$ cat src/rtl/anc_cfg.svh
// constants for the auto-negotiation strap and control block
`ifndef ANC_CFG_SVH
`define ANC_CFG_SVH
// register addresses
`define ANC_A_BMC     5'h00
`define ANC_A_BMS     5'h01
`define ANC_A_ADV     5'h04
`define ANC_A_LPA     5'h05
`define ANC_A_EXP     5'h06
`define ANC_A_SUM     5'h10
`define ANC_A_PHC     5'h19
// basic control bit positions
`define ANC_B_SPEED   13
`define ANC_B_ANEN    12
`define ANC_B_RESTART 9
`define ANC_B_DUPLEX  8
// phy control bit positions
`define ANC_B_MDIXEN  15
`define ANC_B_MDIXFRC 14
// ability nibble {100F,100H,10F,10H}, word bits [8:5]
`define ANC_ABIL_LSB  5
`define ANC_M_100F    4'h8
`define ANC_M_100H    4'h4
`define ANC_M_10F     4'h2
`define ANC_M_10H     4'h1
`define ANC_ABIL_ALL  4'hF
// fixed words
`define ANC_SELECTOR  5'h01
`define ANC_LP_PD100  16'h0081
`define ANC_LP_PD10   16'h0021
`define ANC_BMS_FIXED 16'h7849
`define ANC_LOCAL_NP  1'h1
// timing
`define ANC_BREAK_MS  1500
`define ANC_CLK_KHZ   200000
`define ANC_MDIX_SLOT 1000
`endif

$ cat src/rtl/anc_pkg.sv
// types shared by the auto-negotiation control block
package anc_pkg;
  typedef enum logic [4:0] {
    ST_LOAD    = 5'h01,
    ST_FORCED  = 5'h02,
    ST_BREAK   = 5'h04,
    ST_ABILITY = 5'h08,
    ST_LINK    = 5'h10
  } anc_state_e;
  typedef enum logic [4:0] {
    MI_IDLE = 5'h01,
    MI_ARM  = 5'h02,
    MI_HDR  = 5'h04,
    MI_TA   = 5'h08,
    MI_DATA = 5'h10
  } anc_mi_state_e;
  // line-side status from receivers and page decoder
  typedef struct packed {
    logic        flp_seen;
    logic        link_100;
    logic        link_10;
    logic        page_valid;
    logic [15:0] page_word;
  } anc_line_s;
  // one decoded management access
  typedef struct packed {
    logic        rd;
    logic        wr;
    logic [4:0]  addr;
    logic [15:0] wdata;
  } anc_mgmt_s;
endpackage

$ cat src/rtl/anc_mdio_slave.sv
// serial management frame slave for the control block
`timescale 1ns/1ps
`default_nettype none
module anc_mdio_slave
  import anc_pkg::*;
(
  // clock and reset
  input  wire logic      clk_i,
  input  wire logic      reset_n_i,
  // management pins
  input  wire logic      mdc_i,
  input  wire logic      mdio_i,
  output logic           mdio_o,
  output logic           mdio_oe_o,
  // register side
  input  wire logic [4:0]  phy_addr_i,
  input  wire logic [15:0] rdata_i,
  output var anc_mgmt_s  mgmt_o
);
  anc_mi_state_e st_r;
  logic          mdc_q_r;
  logic          rise;
  logic          op_rd_r;
  logic [3:0]    cnt_r;
  logic [15:0]   sh_r;
  logic [15:0]   dout_r;
  logic [15:0]   nsh;
  anc_mgmt_s     m_r;

  assign rise   = mdc_i & ~mdc_q_r;
  assign nsh    = {sh_r[14:0], mdio_i};
  assign mgmt_o = m_r;

  // mdc edge detect; mdc is taken as synchronous
  always_ff @(posedge clk_i or negedge reset_n_i) begin
    if (!reset_n_i) mdc_q_r <= 1'b0;
    else mdc_q_r <= mdc_i;
  end

  // frame walker; preamble may be suppressed, one idle one suffices
  always_ff @(posedge clk_i or negedge reset_n_i) begin
    if (!reset_n_i) begin
      st_r <= MI_IDLE;
      op_rd_r <= 1'b0;
      cnt_r <= 4'h0;
      sh_r <= 16'h0000;
      dout_r <= 16'h0000;
      mdio_o <= 1'b0;
      mdio_oe_o <= 1'b0;
      m_r <= '0;
    end else begin
      m_r.rd <= 1'b0;
      m_r.wr <= 1'b0;
      if (rise) begin
        case (st_r)
          MI_IDLE: if (mdio_i) st_r <= MI_ARM;
          MI_ARM: if (!mdio_i) begin
            st_r <= MI_HDR;
            sh_r <= 16'h0000;
            cnt_r <= 4'h1;
          end
          MI_HDR: begin
            sh_r <= nsh;
            cnt_r <= cnt_r + 4'h1;
            if (cnt_r == 4'hD) begin
              cnt_r <= 4'h0;
              op_rd_r <= nsh[11:10] == 2'b10;
              m_r.addr <= nsh[4:0];
              // wrong start, opcode or address drops the frame
              if (nsh[13:12] == 2'b01 && nsh[9:5] == phy_addr_i &&
                  (nsh[11:10] == 2'b10 || nsh[11:10] == 2'b01))
                st_r <= MI_TA;
              else
                st_r <= MI_IDLE;
            end
          end
          MI_TA: begin
            cnt_r <= cnt_r + 4'h1;
            if (cnt_r == 4'h0 && op_rd_r) begin
              // capture before the read side effects land
              dout_r <= rdata_i;
              m_r.rd <= 1'b1;
              mdio_o <= 1'b0;
              mdio_oe_o <= 1'b1;
            end
            if (cnt_r == 4'h1) begin
              st_r <= MI_DATA;
              cnt_r <= 4'h0;
              mdio_o <= dout_r[15];
              dout_r <= {dout_r[14:0], 1'b0};
            end
          end
          MI_DATA: begin
            cnt_r <= cnt_r + 4'h1;
            sh_r <= nsh;
            mdio_o <= dout_r[15];
            dout_r <= {dout_r[14:0], 1'b0};
            if (cnt_r == 4'hF) begin
              st_r <= MI_IDLE;
              mdio_oe_o <= 1'b0;
              m_r.wr <= ~op_rd_r;
              m_r.wdata <= nsh;
            end
          end
          default: st_r <= MI_IDLE;
        endcase
      end
    end
  end
endmodule
`default_nettype wire

$ cat src/rtl/anc_core.sv
// auto-negotiation strap, resolution and management register core
`timescale 1ns/1ps
`default_nettype none
`include "anc_cfg.svh"
module anc_core
  import anc_pkg::*;
#(
  parameter int unsigned BREAK_CYCLES = `ANC_BREAK_MS * `ANC_CLK_KHZ,
  parameter int unsigned MDIX_SLOT    = `ANC_MDIX_SLOT
)(
  // clock and reset
  input  wire logic      clk_i,
  input  wire logic      reset_n_i,
  // configuration straps
  input  wire logic      negotiate_strap_enable_i,
  input  wire logic      ability_select_high_i,
  input  wire logic      ability_select_low_i,
  input  wire logic      mdix_strap_i,
  input  wire logic [4:0] phy_addr_strap_i,
  // line side
  input  wire anc_line_s line_i,
  output logic           flp_send_o,
  output logic           tx_quiet_o,
  output logic [15:0]    adv_word_o,
  output logic           link_up_o,
  output logic           speed_100_o,
  output logic           full_duplex_o,
  output logic           mdi_swap_o,
  // management pins
  input  wire logic      mdc_i,
  input  wire logic      mdio_i,
  output logic           mdio_o,
  output logic           mdio_oe_o
);
  localparam logic [31:0] BRK_LAST  = 32'(BREAK_CYCLES - 1);
  localparam logic [31:0] SLOT_LAST = 32'(MDIX_SLOT - 1);

  if (BREAK_CYCLES < 1 || MDIX_SLOT < 1) begin : g_chk
    $error("timer counts must be at least one");
  end

  anc_state_e  state_r;
  anc_mgmt_s   mg;
  logic [15:0] rdata;
  logic        ctl_speed_r, ctl_aneg_r, ctl_duplex_r, an_block_r;
  logic [3:0]  adv_r, res_r, common, pick, mode, strap_adv;
  logic [15:0] lp_r;
  logic        pd_fault_r, page_rx_r, partner_an_r;
  logic        mdix_en_r, mdix_force_r, swap_r;
  logic [4:0]  phy_addr_r;
  logic [31:0] brk_cnt_r, slot_cnt_r;
  logic [7:0]  lfsr_r;
  logic        aneg_eff, restart, pd_ok, pd_bad, cur_link, mdix_act;
  logic        wr_bmc, wr_adv, wr_phc, rd_exp;

  anc_mdio_slave u_mdio (
    .clk_i      (clk_i),
    .reset_n_i  (reset_n_i),
    .mdc_i      (mdc_i),
    .mdio_i     (mdio_i),
    .mdio_o     (mdio_o),
    .mdio_oe_o  (mdio_oe_o),
    .phy_addr_i (phy_addr_r),
    .rdata_i    (rdata),
    .mgmt_o     (mg)
  );

  // decoded management strobes
  assign wr_bmc = mg.wr && mg.addr == `ANC_A_BMC;
  assign wr_adv = mg.wr && mg.addr == `ANC_A_ADV;
  assign wr_phc = mg.wr && mg.addr == `ANC_A_PHC;
  assign rd_exp = mg.rd && mg.addr == `ANC_A_EXP;
  assign restart = wr_bmc && mg.wdata[`ANC_B_RESTART];
  assign aneg_eff = ctl_aneg_r && !an_block_r;

  always_comb begin
    case ({ability_select_high_i, ability_select_low_i})
      2'b00:   strap_adv = `ANC_M_10F | `ANC_M_10H;
      2'b01:   strap_adv = `ANC_M_100F | `ANC_M_100H;
      2'b10:   strap_adv = `ANC_M_100H | `ANC_M_10H;
      default: strap_adv = `ANC_ABIL_ALL;
    endcase
  end

  assign common = adv_r & line_i.page_word[8:5];
  always_comb begin
    if (common[3])      pick = `ANC_M_100F;
    else if (common[2]) pick = `ANC_M_100H;
    else if (common[1]) pick = `ANC_M_10F;
    else                pick = `ANC_M_10H;
  end

  assign pd_ok  = !line_i.flp_seen && (line_i.link_100 ^ line_i.link_10);
  assign pd_bad = !line_i.flp_seen && line_i.link_100 && line_i.link_10;

  // speed/duplex bits count in every state but ST_LINK
  always_comb begin
    if (state_r == ST_LINK) mode = res_r;
    else if (ctl_speed_r) mode = ctl_duplex_r ? `ANC_M_100F : `ANC_M_100H;
    else mode = ctl_duplex_r ? `ANC_M_10F : `ANC_M_10H;
  end
  assign cur_link = |mode[3:2] ? line_i.link_100 : line_i.link_10;

  // basic control; straps land in the first cycle after release
  always_ff @(posedge clk_i or negedge reset_n_i) begin
    if (!reset_n_i) begin
      ctl_speed_r <= 1'b0;
      ctl_aneg_r <= 1'b0;
      ctl_duplex_r <= 1'b0;
      an_block_r <= 1'b0;
    end else if (state_r == ST_LOAD) begin
      ctl_aneg_r <= negotiate_strap_enable_i;
      an_block_r <= !negotiate_strap_enable_i;
      ctl_speed_r <= ability_select_high_i;
      ctl_duplex_r <= ability_select_low_i;
    end else if (wr_bmc) begin
      ctl_speed_r <= mg.wdata[`ANC_B_SPEED];
      ctl_aneg_r <= mg.wdata[`ANC_B_ANEN];
      ctl_duplex_r <= mg.wdata[`ANC_B_DUPLEX];
      // only a cleared enable lifts the gate
      if (!mg.wdata[`ANC_B_ANEN]) an_block_r <= 1'b0;
    end
  end

  // advertisement and phy control registers
  always_ff @(posedge clk_i or negedge reset_n_i) begin
    if (!reset_n_i) begin
      adv_r <= `ANC_ABIL_ALL;
      mdix_en_r <= 1'b1;
      mdix_force_r <= 1'b0;
      phy_addr_r <= 5'h00;
    end else if (state_r == ST_LOAD) begin
      // straps into ability bits; forced keeps all
      adv_r <= negotiate_strap_enable_i ? strap_adv : `ANC_ABIL_ALL;
      mdix_en_r <= mdix_strap_i;
      phy_addr_r <= phy_addr_strap_i;
    end else begin
      if (wr_adv) adv_r <= mg.wdata[8:5];
      if (wr_phc) begin
        mdix_en_r <= mg.wdata[`ANC_B_MDIXEN];
        mdix_force_r <= mg.wdata[`ANC_B_MDIXFRC];
        phy_addr_r <= mg.wdata[4:0];
      end
    end
  end

  // negotiation sequencer
  always_ff @(posedge clk_i or negedge reset_n_i) begin
    if (!reset_n_i) begin
      state_r <= ST_LOAD;
      res_r <= `ANC_M_10H;
    end else begin
      case (state_r)
        ST_LOAD: state_r <= negotiate_strap_enable_i ? ST_ABILITY
                                                     : ST_FORCED;
        ST_FORCED: if (aneg_eff) state_r <= ST_BREAK;
        ST_BREAK: begin
          if (!aneg_eff) state_r <= ST_FORCED;
          else if (brk_cnt_r == BRK_LAST) state_r <= ST_ABILITY;
        end
        ST_ABILITY: begin
          if (!aneg_eff) state_r <= ST_FORCED;
          else if (restart) state_r <= ST_BREAK;
          else if (line_i.page_valid && common != 4'h0) begin
            state_r <= ST_LINK;
            res_r <= pick;
          end else if (pd_ok) begin
            state_r <= ST_LINK;
            res_r <= line_i.link_100 ? `ANC_M_100H : `ANC_M_10H;
          end
        end
        ST_LINK: begin
          if (!aneg_eff) state_r <= ST_FORCED;
          else if (restart) state_r <= ST_BREAK;
          else if (!cur_link) state_r <= ST_ABILITY;
        end
        default: state_r <= ST_LOAD;
      endcase
    end
  end

  // break-link timer, only runs while quiet
  always_ff @(posedge clk_i or negedge reset_n_i) begin
    if (!reset_n_i) brk_cnt_r <= 32'h0000_0000;
    else if (state_r != ST_BREAK) brk_cnt_r <= 32'h0000_0000;
    else brk_cnt_r <= brk_cnt_r + 32'h0000_0001;
  end

  // partner ability and expansion status
  always_ff @(posedge clk_i or negedge reset_n_i) begin
    if (!reset_n_i) begin
      lp_r <= 16'h0000;
      pd_fault_r <= 1'b0;
      page_rx_r <= 1'b0;
      partner_an_r <= 1'b0;
    end else begin
      // clear-on-read first, so a same-cycle event still sets
      if (rd_exp) begin
        pd_fault_r <= 1'b0;
        page_rx_r <= 1'b0;
      end
      if (state_r == ST_ABILITY && aneg_eff) begin
        if (line_i.page_valid) begin
          lp_r <= line_i.page_word;
          page_rx_r <= 1'b1;
          partner_an_r <= 1'b1;
        end else if (pd_ok) begin
          lp_r <= line_i.link_100 ? `ANC_LP_PD100 : `ANC_LP_PD10;
          partner_an_r <= 1'b0;
        end
        // two links at once is a fault
        if (pd_bad) pd_fault_r <= 1'b1;
      end
    end
  end

  // crossover hunt with a pseudo-random choice from a fixed seed while negotiating
  assign mdix_act = mdix_en_r && aneg_eff;
  always_ff @(posedge clk_i or negedge reset_n_i) begin
    if (!reset_n_i) begin
      lfsr_r <= 8'hA5;
      slot_cnt_r <= 32'h0000_0000;
      swap_r <= 1'b0;
    end else begin
      lfsr_r <= {lfsr_r[6:0], lfsr_r[7] ^ lfsr_r[5] ^ lfsr_r[4] ^ lfsr_r[3]};
      if (!mdix_act || state_r != ST_ABILITY) begin
        slot_cnt_r <= 32'h0000_0000;
      end else if (slot_cnt_r == SLOT_LAST) begin
        slot_cnt_r <= 32'h0000_0000;
        swap_r <= swap_r ^ lfsr_r[0];
      end else begin
        slot_cnt_r <= slot_cnt_r + 32'h0000_0001;
      end
    end
  end

  // registered line-side outputs
  always_ff @(posedge clk_i or negedge reset_n_i) begin
    if (!reset_n_i) begin
      flp_send_o <= 1'b0;
      tx_quiet_o <= 1'b0;
      adv_word_o <= 16'h0000;
      link_up_o <= 1'b0;
      speed_100_o <= 1'b0;
      full_duplex_o <= 1'b0;
      mdi_swap_o <= 1'b0;
    end else begin
      flp_send_o <= state_r == ST_ABILITY;
      // all transmit held off during break
      tx_quiet_o <= state_r == ST_BREAK;
      adv_word_o <= {7'h00, adv_r, `ANC_SELECTOR};
      link_up_o <= (state_r == ST_LINK || state_r == ST_FORCED) && cur_link;
      speed_100_o <= |mode[3:2];
      full_duplex_o <= mode[3] | mode[1];
      mdi_swap_o <= mdix_force_r || (mdix_act && swap_r);
    end
  end

  // management read data
  always_comb begin
    case (mg.addr)
      `ANC_A_BMC: rdata = {2'b00, ctl_speed_r, ctl_aneg_r, 3'b000,
                           ctl_duplex_r, 8'h00};
      `ANC_A_BMS: rdata = `ANC_BMS_FIXED |
                          {10'h000, state_r == ST_LINK, lp_r[13], 1'b0,
                           link_up_o, 2'b00};
      `ANC_A_ADV: rdata = {7'h00, adv_r, `ANC_SELECTOR};
      `ANC_A_LPA: rdata = lp_r;
      `ANC_A_EXP: rdata = {11'h000, pd_fault_r, lp_r[15] & partner_an_r,
                           `ANC_LOCAL_NP, page_rx_r, partner_an_r};
      `ANC_A_SUM: rdata = {11'h000, state_r == ST_LINK, 1'b0,
                           full_duplex_o, !speed_100_o, link_up_o};
      `ANC_A_PHC: rdata = {mdix_en_r, mdix_force_r, 9'h000, phy_addr_r};
      default:    rdata = 16'h0000;
    endcase
  end
endmodule
`default_nettype wire

$ cat config.mk
export PLATFORM = sky130hd
export DESIGN_NAME = anc_core
export DESIGN_NICKNAME = d
export VERILOG_FILES = /design/src/rtl/anc_pkg.sv /design/src/rtl/anc_mdio_slave.sv /design/src/rtl/anc_core.sv
export VERILOG_INCLUDE_DIRS = /design/src /design/src/rtl
export SDC_FILE = /design/constraint.sdc
export NUM_CORES = 1
export LEC_CHECK = 0
export BUFFER_PORTS_ARGS = -buffer_cell sky130_fd_sc_hd__buf_4
export CAP_MARGIN = 30
export CELL_PAD_IN_SITES_DETAIL_PLACEMENT = 0
export CELL_PAD_IN_SITES_GLOBAL_PLACEMENT = 1
export CORE_ASPECT_RATIO = 1.25
export CORE_MARGIN = 5
export CORE_UTILIZATION = 44
export DETAILED_ROUTE_END_ITERATION = 8
export MAX_ROUTING_LAYER = met4
export PLACE_DENSITY = 0.86
export SLEW_MARGIN = 20
export SYNTH_ARGS = -nofsm -noshare
export SYNTH_HDL_FRONTEND = slang
export SYNTH_HIERARCHICAL = 1
export SYNTH_SLANG_ARGS = --single-unit
$ cat constraint.sdc
create_clock -name clk_i -period 1.85 [get_ports clk_i]
set_clock_uncertainty 0.15 [all_clocks]
set_input_delay 0.37 -clock clk_i [delete_from_list [all_inputs] [get_ports clk_i]]
set_output_delay 0.37 -clock clk_i [all_outputs]
set_load 0.01 [all_outputs]
# Yosys cells after proc, flatten, opt, wreduce, memory -nomap -nowiden
# Index checks and enable logic that the tools add are counted.
[op_classes]
n_reduce_logical = 53
bitwise_logic = 14
n_addsub = 3
n_mux = 86
n_eq_ne = 41
[op_table]
columns = ["operator", "count"]
rows = [
  ["one-hot mux 16 bit (7 select lines)", 1],
  ["2-to-1 mux 16 bit", 6],
  ["2-to-1 mux 32 bit", 3],
  ["2-to-1 mux 5 bit", 19],
  ["adder 32 x 1 -> 32 bit (second input constant)", 2],
  ["2-to-1 mux 4 bit", 15],
  ["one-hot mux 5 bit (5 select lines)", 2],
  ["== test 32 x 10 -> 1 bit (second input constant)", 1],
  ["== test 32 x 29 -> 1 bit (second input constant)", 1],
  ["one-hot mux 16 bit (2 select lines)", 1],
  ["one-hot mux 15 bit (2 select lines)", 1],
  ["2-to-1 mux 1 bit", 28],
  ["== test 5 x 3 -> 1 bit (second input constant)", 5],
  ["2-to-1 mux 23 bit", 1],
  ["== test 5 bit (second input constant)", 4],
  ["logical AND 1 bit", 17],
  ["one-hot mux 4 bit (4 select lines)", 1],
  ["== test 5 x 1 -> 1 bit (second input constant)", 3],
  ["2-to-1 mux 15 bit", 1],
  ["AND reduction 3 bit", 5],
  ["nonzero test 2 bit", 7],
  ["one-hot mux 4 bit (3 select lines)", 1],
  ["AND reduction 4 bit", 3],
  ["== test 5 x 2 -> 1 bit (second input constant)", 2],
  ["other kinds (33)", 67],
]
[totals]
word_cells = 234
output_inout_bits = 24
input_bits = 33
register_bits = 194

# Longest topological paths before layout
# Gate-level depths: netlist (run 1).
[logic_depth]
ltp_word = 9
ltp_mapped = 8

# Hierarchy
# The synthesis (run 1) kept the hierarchy.
[by_module_without_submodules]
columns = ["module", "area_each_um2", "seq_area_each_um2", "cells_each", "n_inst"]
rows = [
  ["anc_core", 6252.2, 3165.5, 632, 1],
  ["anc_mdio_slave", 3149.3, 1677.9, 264, 1],
]

# Worst setup path after synthesis (run 1)
# Ideal clock, no wire load.
[synth_path]
kind = "reg2reg"
from = "register u_mdio.cnt_r[0]"
to = "register u_mdio.cnt_r[2]"
period_less_slack_ns = 1.999
n_path_buf = 0
arrival_time_ns = 1.745
stages_incl_launch_ff = 7
setup_ns = 0.104
path_slack_ns = -0.149
path_cell_list = "dfrtp_1 ha_1 or3b_1 nand3b_1 a2111oi_4 nor2_1 o311ai_1"
[synth_via]
elab_chain_cells = 3
[synth_rtl]
columns = ["element", "line_no", "rtl"]
rows = [
  ["start, declared", "anc_mdio_slave.sv:24", "logic [3:0] cnt_r;"],
  ["start signal, assigned", "anc_mdio_slave.sv:64", "cnt_r <= cnt_r + 4'h1;"],
  ["start signal, assigned", "anc_mdio_slave.sv:78", "cnt_r <= cnt_r + 4'h1;"],
  ["start signal, assigned", "anc_mdio_slave.sv:94", "cnt_r <= cnt_r + 4'h1;"],
  ["adder 4 x 1 -> 4 bit (tied with other cells)", "anc_mdio_slave.sv:64, anc_mdio_slave.sv:78, anc_mdio_slave.sv:94", ""],
  ["2-to-1 mux 4 bit, on equally long branches", "anc_mdio_slave.sv:86, anc_mdio_slave.sv:65", ""],
  ["one-hot mux 4 bit (4 select lines) *", "anc_mdio_slave.sv:55", "case (st_r)"],
]
# Every way passes the cells marked *; elsewhere a longest branch is shown, timed or not.
# A chain may end at the register's enable or synchronous reset.

# Final worst setup path (run 1)
[layout_path]
from = "register slot_cnt_r[29]"
to = "register slot_cnt_r[12]"
[layout_via]
elab_chain_cells = 3
[layout_rtl]
columns = ["element", "line_no", "rtl"]
rows = [
  ["start, declared", "anc_core.sv:51", "logic [31:0] brk_cnt_r, slot_cnt_r;"],
  ["start signal, assigned", "anc_core.sv:232", "slot_cnt_r <= slot_cnt_r + 32'h0000_0001;"],
  ["== test 32 x 10 -> 1 bit", "anc_core.sv:228", "end else if (slot_cnt_r == SLOT_LAST) begin"],
  ["2-to-1 mux 32 bit", "anc_core.sv:228", ""],
  ["2-to-1 mux 32 bit", "anc_core.sv:226", "if (!mdix_act || state_r != ST_ABILITY) begin"],
]
# Every way passes these cells.

==> flow_summary.yaml, run 1 <==
placed_design:
  numPortBuffers: 45
  place.gp.congestion: 0.878
  place_area_mm2: 0.0111
  dp_hpwl_um: 16700
route:
  drt_iter0_markers: 515
  routedWlPerCell_um: 18.1
  met1_length_um: 10300
  viasPerCell: 5.50
  dr.pass1.iters: 5
  wl_met3_um: 959
  num_vias: 7698
  detail-route-antenna-nets: 0
  met2WireLength_um: 13400
  wirelength_um: 25400
  remaining_drc_errors: 0
  highest_layer: "met4"
logic_synthesis:
  netlist_instances: 891
  syn_area_mm2: 0.00933
  synth_area_per_cell_um2: 10.5
  yosys_warnings: 6
global_route:
  antenna_found_initial: 0
  grt_pass1_wl_um: 40500
  gr-usage-all-layers_pct: 21.2
  grt_start_max_net_pins: 42
  grt_pass1_vias: 7856
  gr-total-overflow: 0
timing:
  finalSetupViolations: 87
  post-route-min-period_ns: 2.12
  finalCritPeriodShare_pct: 114
  fmax_mhz: 472
  slew_violations: 0
  hold_viol_final: 0
  rsz0062_at_grt: "true"
  fin_ws_ns: -0.267
power:
  powerDensity_mw_per_mm2: 1110
  intPower_mw: 9.60
  p_sw_share_pct: 33.1
  switching_power_mw: 4.75
  share_comb_of_total_power_pct: 33.8
  leakagePower_nw: 5.72
  power.share.clock_pct: 26.1
  ir_drop_mv: 0.806
  seqPwrFrac_pct: 40.1
worst_setup_path:
  critPathKind: "flip-flop to flip-flop"
  cp-end-kind: "flip-flop"
  cp.arrival_ns: 2.29
  crit_fanout: 8
  required_ns: 2.03
  crit_path_start_kind: "flip-flop"
floorplan:
  start_util_pct: 44.8
  die_h_um: 173
  die_w_um: 140
  rows: 59
  coreArea_mm2: 0.0208
  dieArea_mm2: 0.0242
  ios: 57
clock_network:
  clk_path_buf_depth: 2
  root_buffer: "clkbuf_16"
  cts_tree: "done"
  h-tree-depth: 4
  insertion_delay_ns: 0.44
  clk_pin_slew_ns: 0.07
  numCtsBuffers: 17
  cts.sinks: 191
worst_hold_path:
  min_path_type: "input port to flip-flop"
finish:
  fin_nets: 1153
  syn2layout_area_growth_pct: 39.1
  diodes: 0
  utilization_pct: 62.3
  drive_gt1_share_pct: 40.7
  stdcell_area_mm2: 0.0130
run_status:
  outcome: "finished, violations left"
  violations: "negative setup slack"
flow_run:
  maxCapViolations: 0
placed cells by master (no fill, tap or decap), types with 6 or more instances in the layout:
master and n:
a21o_1 6, inv_1 21, a21oi_2 17, nand4_1 19, a22oi_1 7, clkbuf_16 19
dfstp_2 11, mux2i_1 15, nor3_1 16, nor4_1 10, a31oi_1 10, buf_12 15
and2_1 6, a21oi_1 18, dfrtp_2 8, nand2_1 64, mux2_2 20, xnor2_1 34
dfrtp_1 172, o21ai_0 20, a22o_1 32, nor2_4 39, buf_6 16, nor2_2 13
or3_4 6, mux2_4 6, xor2_1 32, nand3_1 31, or3_1 7, o21ai_1 10
and3_1 7, buf_4 200, nor2_1 62, conb_1 12
repair_timing:
item / CTS / global route
hold endpoints to repair: 32 / 1
buffers inserted: 17 / 18
gates resized for setup: 59 / 150
hold buffers: 4 / 1
pin swaps: 24 / 49
gates cloned: 6 / 2
endpoints found under the setup margin: 111 / 136
layout make-up:
type / instances / area [um2]
Fill cell: 1626 / 7850
Multi-Input combinational cell: 637 / 4960
Sequential cell: 191 / 4800
Timing Repair Buffer: 242 / 2180
Clock buffer: 22 / 474
Tap cell: 274 / 343
Clock inverter: 10 / 128
Inverter: 23 / 86.3
stage by stage:
stage          cells  hold slack [ns]  setup WS (ns)  total power [mW]  TNS, ns
6_report        1399           0.0110         -0.267              14.3   -13.46
5_1_grt         1399          0.00647         -0.297              15.1   -17.76
4_1_cts         1383         0.000306         -0.185              13.7    -7.83
3_5_place_dp    1324            0.150         -0.241              9.67    -7.25
3_3_place_gp    1324            0.145         -0.241              9.59    -5.82
2_1_floorplan    901          -0.0756        -0.0633              7.73   -0.362
worst paths after layout:
kind                       slack (ns)        endpoint  cells past startpoint           start
min                              0.01         lp_r[4]                      2       line_i[4]
min in group asynchronous        0.26   slot_cnt_r[0]                      2       reset_n_i
max reg2reg                     -0.27  slot_cnt_r[12]                      8  slot_cnt_r[29]
max in group asynchronous        0.68        adv_r[1]                      3       reset_n_i
max                             -0.27  slot_cnt_r[12]                      8  slot_cnt_r[29]
min reg2reg                      0.21       lfsr_r[2]                      0       lfsr_r[1]
power by group through the flow:
| stage | combinational [mW] | sequential (mW) | clock [mW] |
|---|---|---|---|
| 2_1_floorplan | 2.25 | 5.48 | 0 |
| 3_3_place_gp | 3.92 | 5.67 | 0 |
| 3_5_place_dp | 4.00 | 5.68 | 0 |
| 4_1_cts | 4.25 | 5.62 | 3.80 |
| 5_1_grt | 5.24 | 5.84 | 3.97 |
| 6_report | 4.85 | 5.75 | 3.75 |
per-layer routing:
layer / GRT usage, % / vias to the layer above
met5: - / -
met4: 7.31 / 0
met3: 3.84 / 53
met2: 36.1 / 165
met1: 25.4 / 3884
li1: - / 3596
critical path, cell delays in order (launching register included):
cell and delay, ns:
dfrtp_1 0.39, nor4_1 0.38, nand2_1 0.12, nor4_2 0.27
buf_4 0.16, nand3b_1 0.12, buf_6 0.17, clkbuf_16 0.18
nor2_1 0.06
state kept, by name (all words and copies together) (netlist names), 8 cells and up:
signal / count
u_mdio/sh_r: 15
lp_r: 16
slot_cnt_r: 32
u_mdio/dout_r: 16
lfsr_r: 8
u_mdio/mgmt_o: 21
brk_cnt_r: 32
No activity file was read; power rests on OpenSTA's default activity.
==> inputs of run 2 (changes only) <==
--- a/config.mk
+++ b/config.mk
@@ -6,16 +6,17 @@
 export SDC_FILE = /design/constraint.sdc
 export NUM_CORES = 1
 export LEC_CHECK = 0
+export ABC_AREA = 1
 export BUFFER_PORTS_ARGS = -buffer_cell sky130_fd_sc_hd__buf_4
 export CAP_MARGIN = 30
 export CELL_PAD_IN_SITES_DETAIL_PLACEMENT = 0
 export CELL_PAD_IN_SITES_GLOBAL_PLACEMENT = 1
 export CORE_ASPECT_RATIO = 1.25
 export CORE_MARGIN = 5
-export CORE_UTILIZATION = 44
+export CORE_UTILIZATION = 42
 export DETAILED_ROUTE_END_ITERATION = 8
 export MAX_ROUTING_LAYER = met4
-export PLACE_DENSITY = 0.86
+export PLACE_DENSITY = 0.87
 export SLEW_MARGIN = 20
 export SYNTH_ARGS = -nofsm -noshare
 export SYNTH_HDL_FRONTEND = slang
==> flow_summary.yaml, run 2 <==
run_status:
  outcome: "completed"
worst_setup_path:
  cp-end-kind: "flip-flop"
  critPathKind: "flip-flop to flip-flop"
  crit_fanout: 6
  cp.arrival_ns: 1.95
  required_ns: 2.03
  crit_path_start_kind: "flip-flop"
finish:
  stdcell_area_mm2: 0.0121
  syn2layout_area_growth_pct: 19.3
  drive_gt1_share_pct: 17.8
  final_common_cell: "nand2_1"
  fin_nets: 1446
  final_cell_mix: "nand2_1, dfrtp_1, inv_1, nor2_1, buf_4"
  seqCellArea_mm2: 0.00480
  multi_input_area_mm2: 0.00469
  fillers: 2308
route:
  routedWlPerCell_um: 14.8
  drt_iter0_markers: 504
  num_vias: 8654
  detail-route-antenna-nets: 0
  viasPerCell: 4.96
  dr.pass1.iters: 5
  wirelength_um: 25900
  remaining_drc_errors: 0
timing:
  fin_ws_ns: 0.0755
  rsz0062_at_grt: "true"
  finalSetupViolations: 0
  finalCritPeriodShare_pct: 95.9
  slew_violations: 0
  post-route-min-period_ns: 1.77
  fmax_mhz: 564
  fin_setup_tns_ns: 0
  hold_viol_final: 0
placed_design:
  place.gp.congestion: 0.903
  place_area_mm2: 0.0111
  place_ws_ns: -0.0319
  dp_hpwl_um: 19300
  numPortBuffers: 45
power:
  powerDensity_mw_per_mm2: 1040
  leakagePower_nw: 5.51
  ir_drop_mv: 0.658
global_route:
  gr-total-overflow: 0
  antenna_found_initial: 2
  gr-usage-all-layers_pct: 19.9
  grt_pass1_vias: 8637
  grt_start_max_net_pins: 62
  grt_pass1_wl_um: 42700
floorplan:
  rows: 63
  dieArea_mm2: 0.0274
  coreArea_mm2: 0.0238
  die_w_um: 149
  start_util_pct: 42.7
  ios: 57
  die_h_um: 184
clock_network:
  insertion_delay_ns: 0.44
  cts_tree: "done"
  h-tree-depth: 4
  clk_pin_slew_ns: 0.07
  root_buffer: "clkbuf_16"
  cts.sinks: 191
  numCtsBuffers: 17
  clk_path_buf_depth: 2
worst_hold_path:
  min_path_type: "input port to flip-flop"
logic_synthesis:
  netlist_instances: 1299
  syn_area_mm2: 0.0102
  synth_area_per_cell_um2: 7.82
  yosys_warnings: 6
flow_run:
  maxCapViolations: 0
[run 2: critical path: stages, from the launching register on]
cell and delay (ns):
dfrtp_1 0.40, ha_4 0.17, nand2_4 0.06, nor2_4 0.12, nand2_2 0.08, nor2_4 0.12
nand2_4 0.10, nor3_4 0.21, nand4_1 0.12, nand2_1 0.08, nor2_1 0.04
[run 2: repair_timing]
item,CTS,global route
hold buffers,10,0
endpoints found under the setup margin,6,99
setup buffers,0,16
pin swaps,0,12
hold endpoints to repair,39,0
gates cloned,0,1
resized for setup,1,53
[run 2: final timing paths]
path                                from              to  slack (ns)  cells after the start
max                        slot_cnt_r[0]  slot_cnt_r[28]        0.08                     10
max in group asynchronous      reset_n_i  u_mdio/st_r[0]        0.67                      3
min reg2reg                    lfsr_r[6]       lfsr_r[7]        0.22                      0
min                           line_i[12]        lp_r[12]       0.006                      3
max reg2reg                slot_cnt_r[0]  slot_cnt_r[28]        0.08                     10
min in group asynchronous      reset_n_i   slot_cnt_r[9]        0.24                      2
[run 2: final cells by class]
cell class	instances	share of cell area, %
Inverter	172	5.44
Antenna cell	2	0.0413
Sequential cell	191	39.6
Clock buffer	18	3.54
Clock inverter	14	1.51
Timing Repair Buffer	112	7.84
Tap cell	325	3.36
Multi-Input combinational cell	911	38.7
[run 2: layer usage]
metal  GRT usage [%]  share of wire (%)  vias up
met3            3.33                3.7       32
met4            6.56                2.2        0
li1                -                  -     4361
met2            33.9                 51      162
met5               -                  0        -
met1            23.9                 43     4099
[run 2: per-stage QoR]
step                      power, mW  std cells  hold WS [ns]  utilization (%)
after floorplan                7.42       1309       -0.0756                -
final                          12.6       1745       0.00597             50.9
after global routing           13.4       1745       0.00160             50.9
after CTS                      12.6       1726       0.00242             49.5
after detailed placement       8.64       1684         0.146             46.5
after global placement         8.58       1684         0.143             46.5
[run 2: report_power, final]
| group | total, mW | switching [mW] | internal, mW |
|---|---|---|---|
| Sequential | 5.32 | 0.500 | 4.82 |
| Clock | 3.86 | 1.70 | 2.16 |
| Combinational | 3.43 | 2.19 | 1.24 |
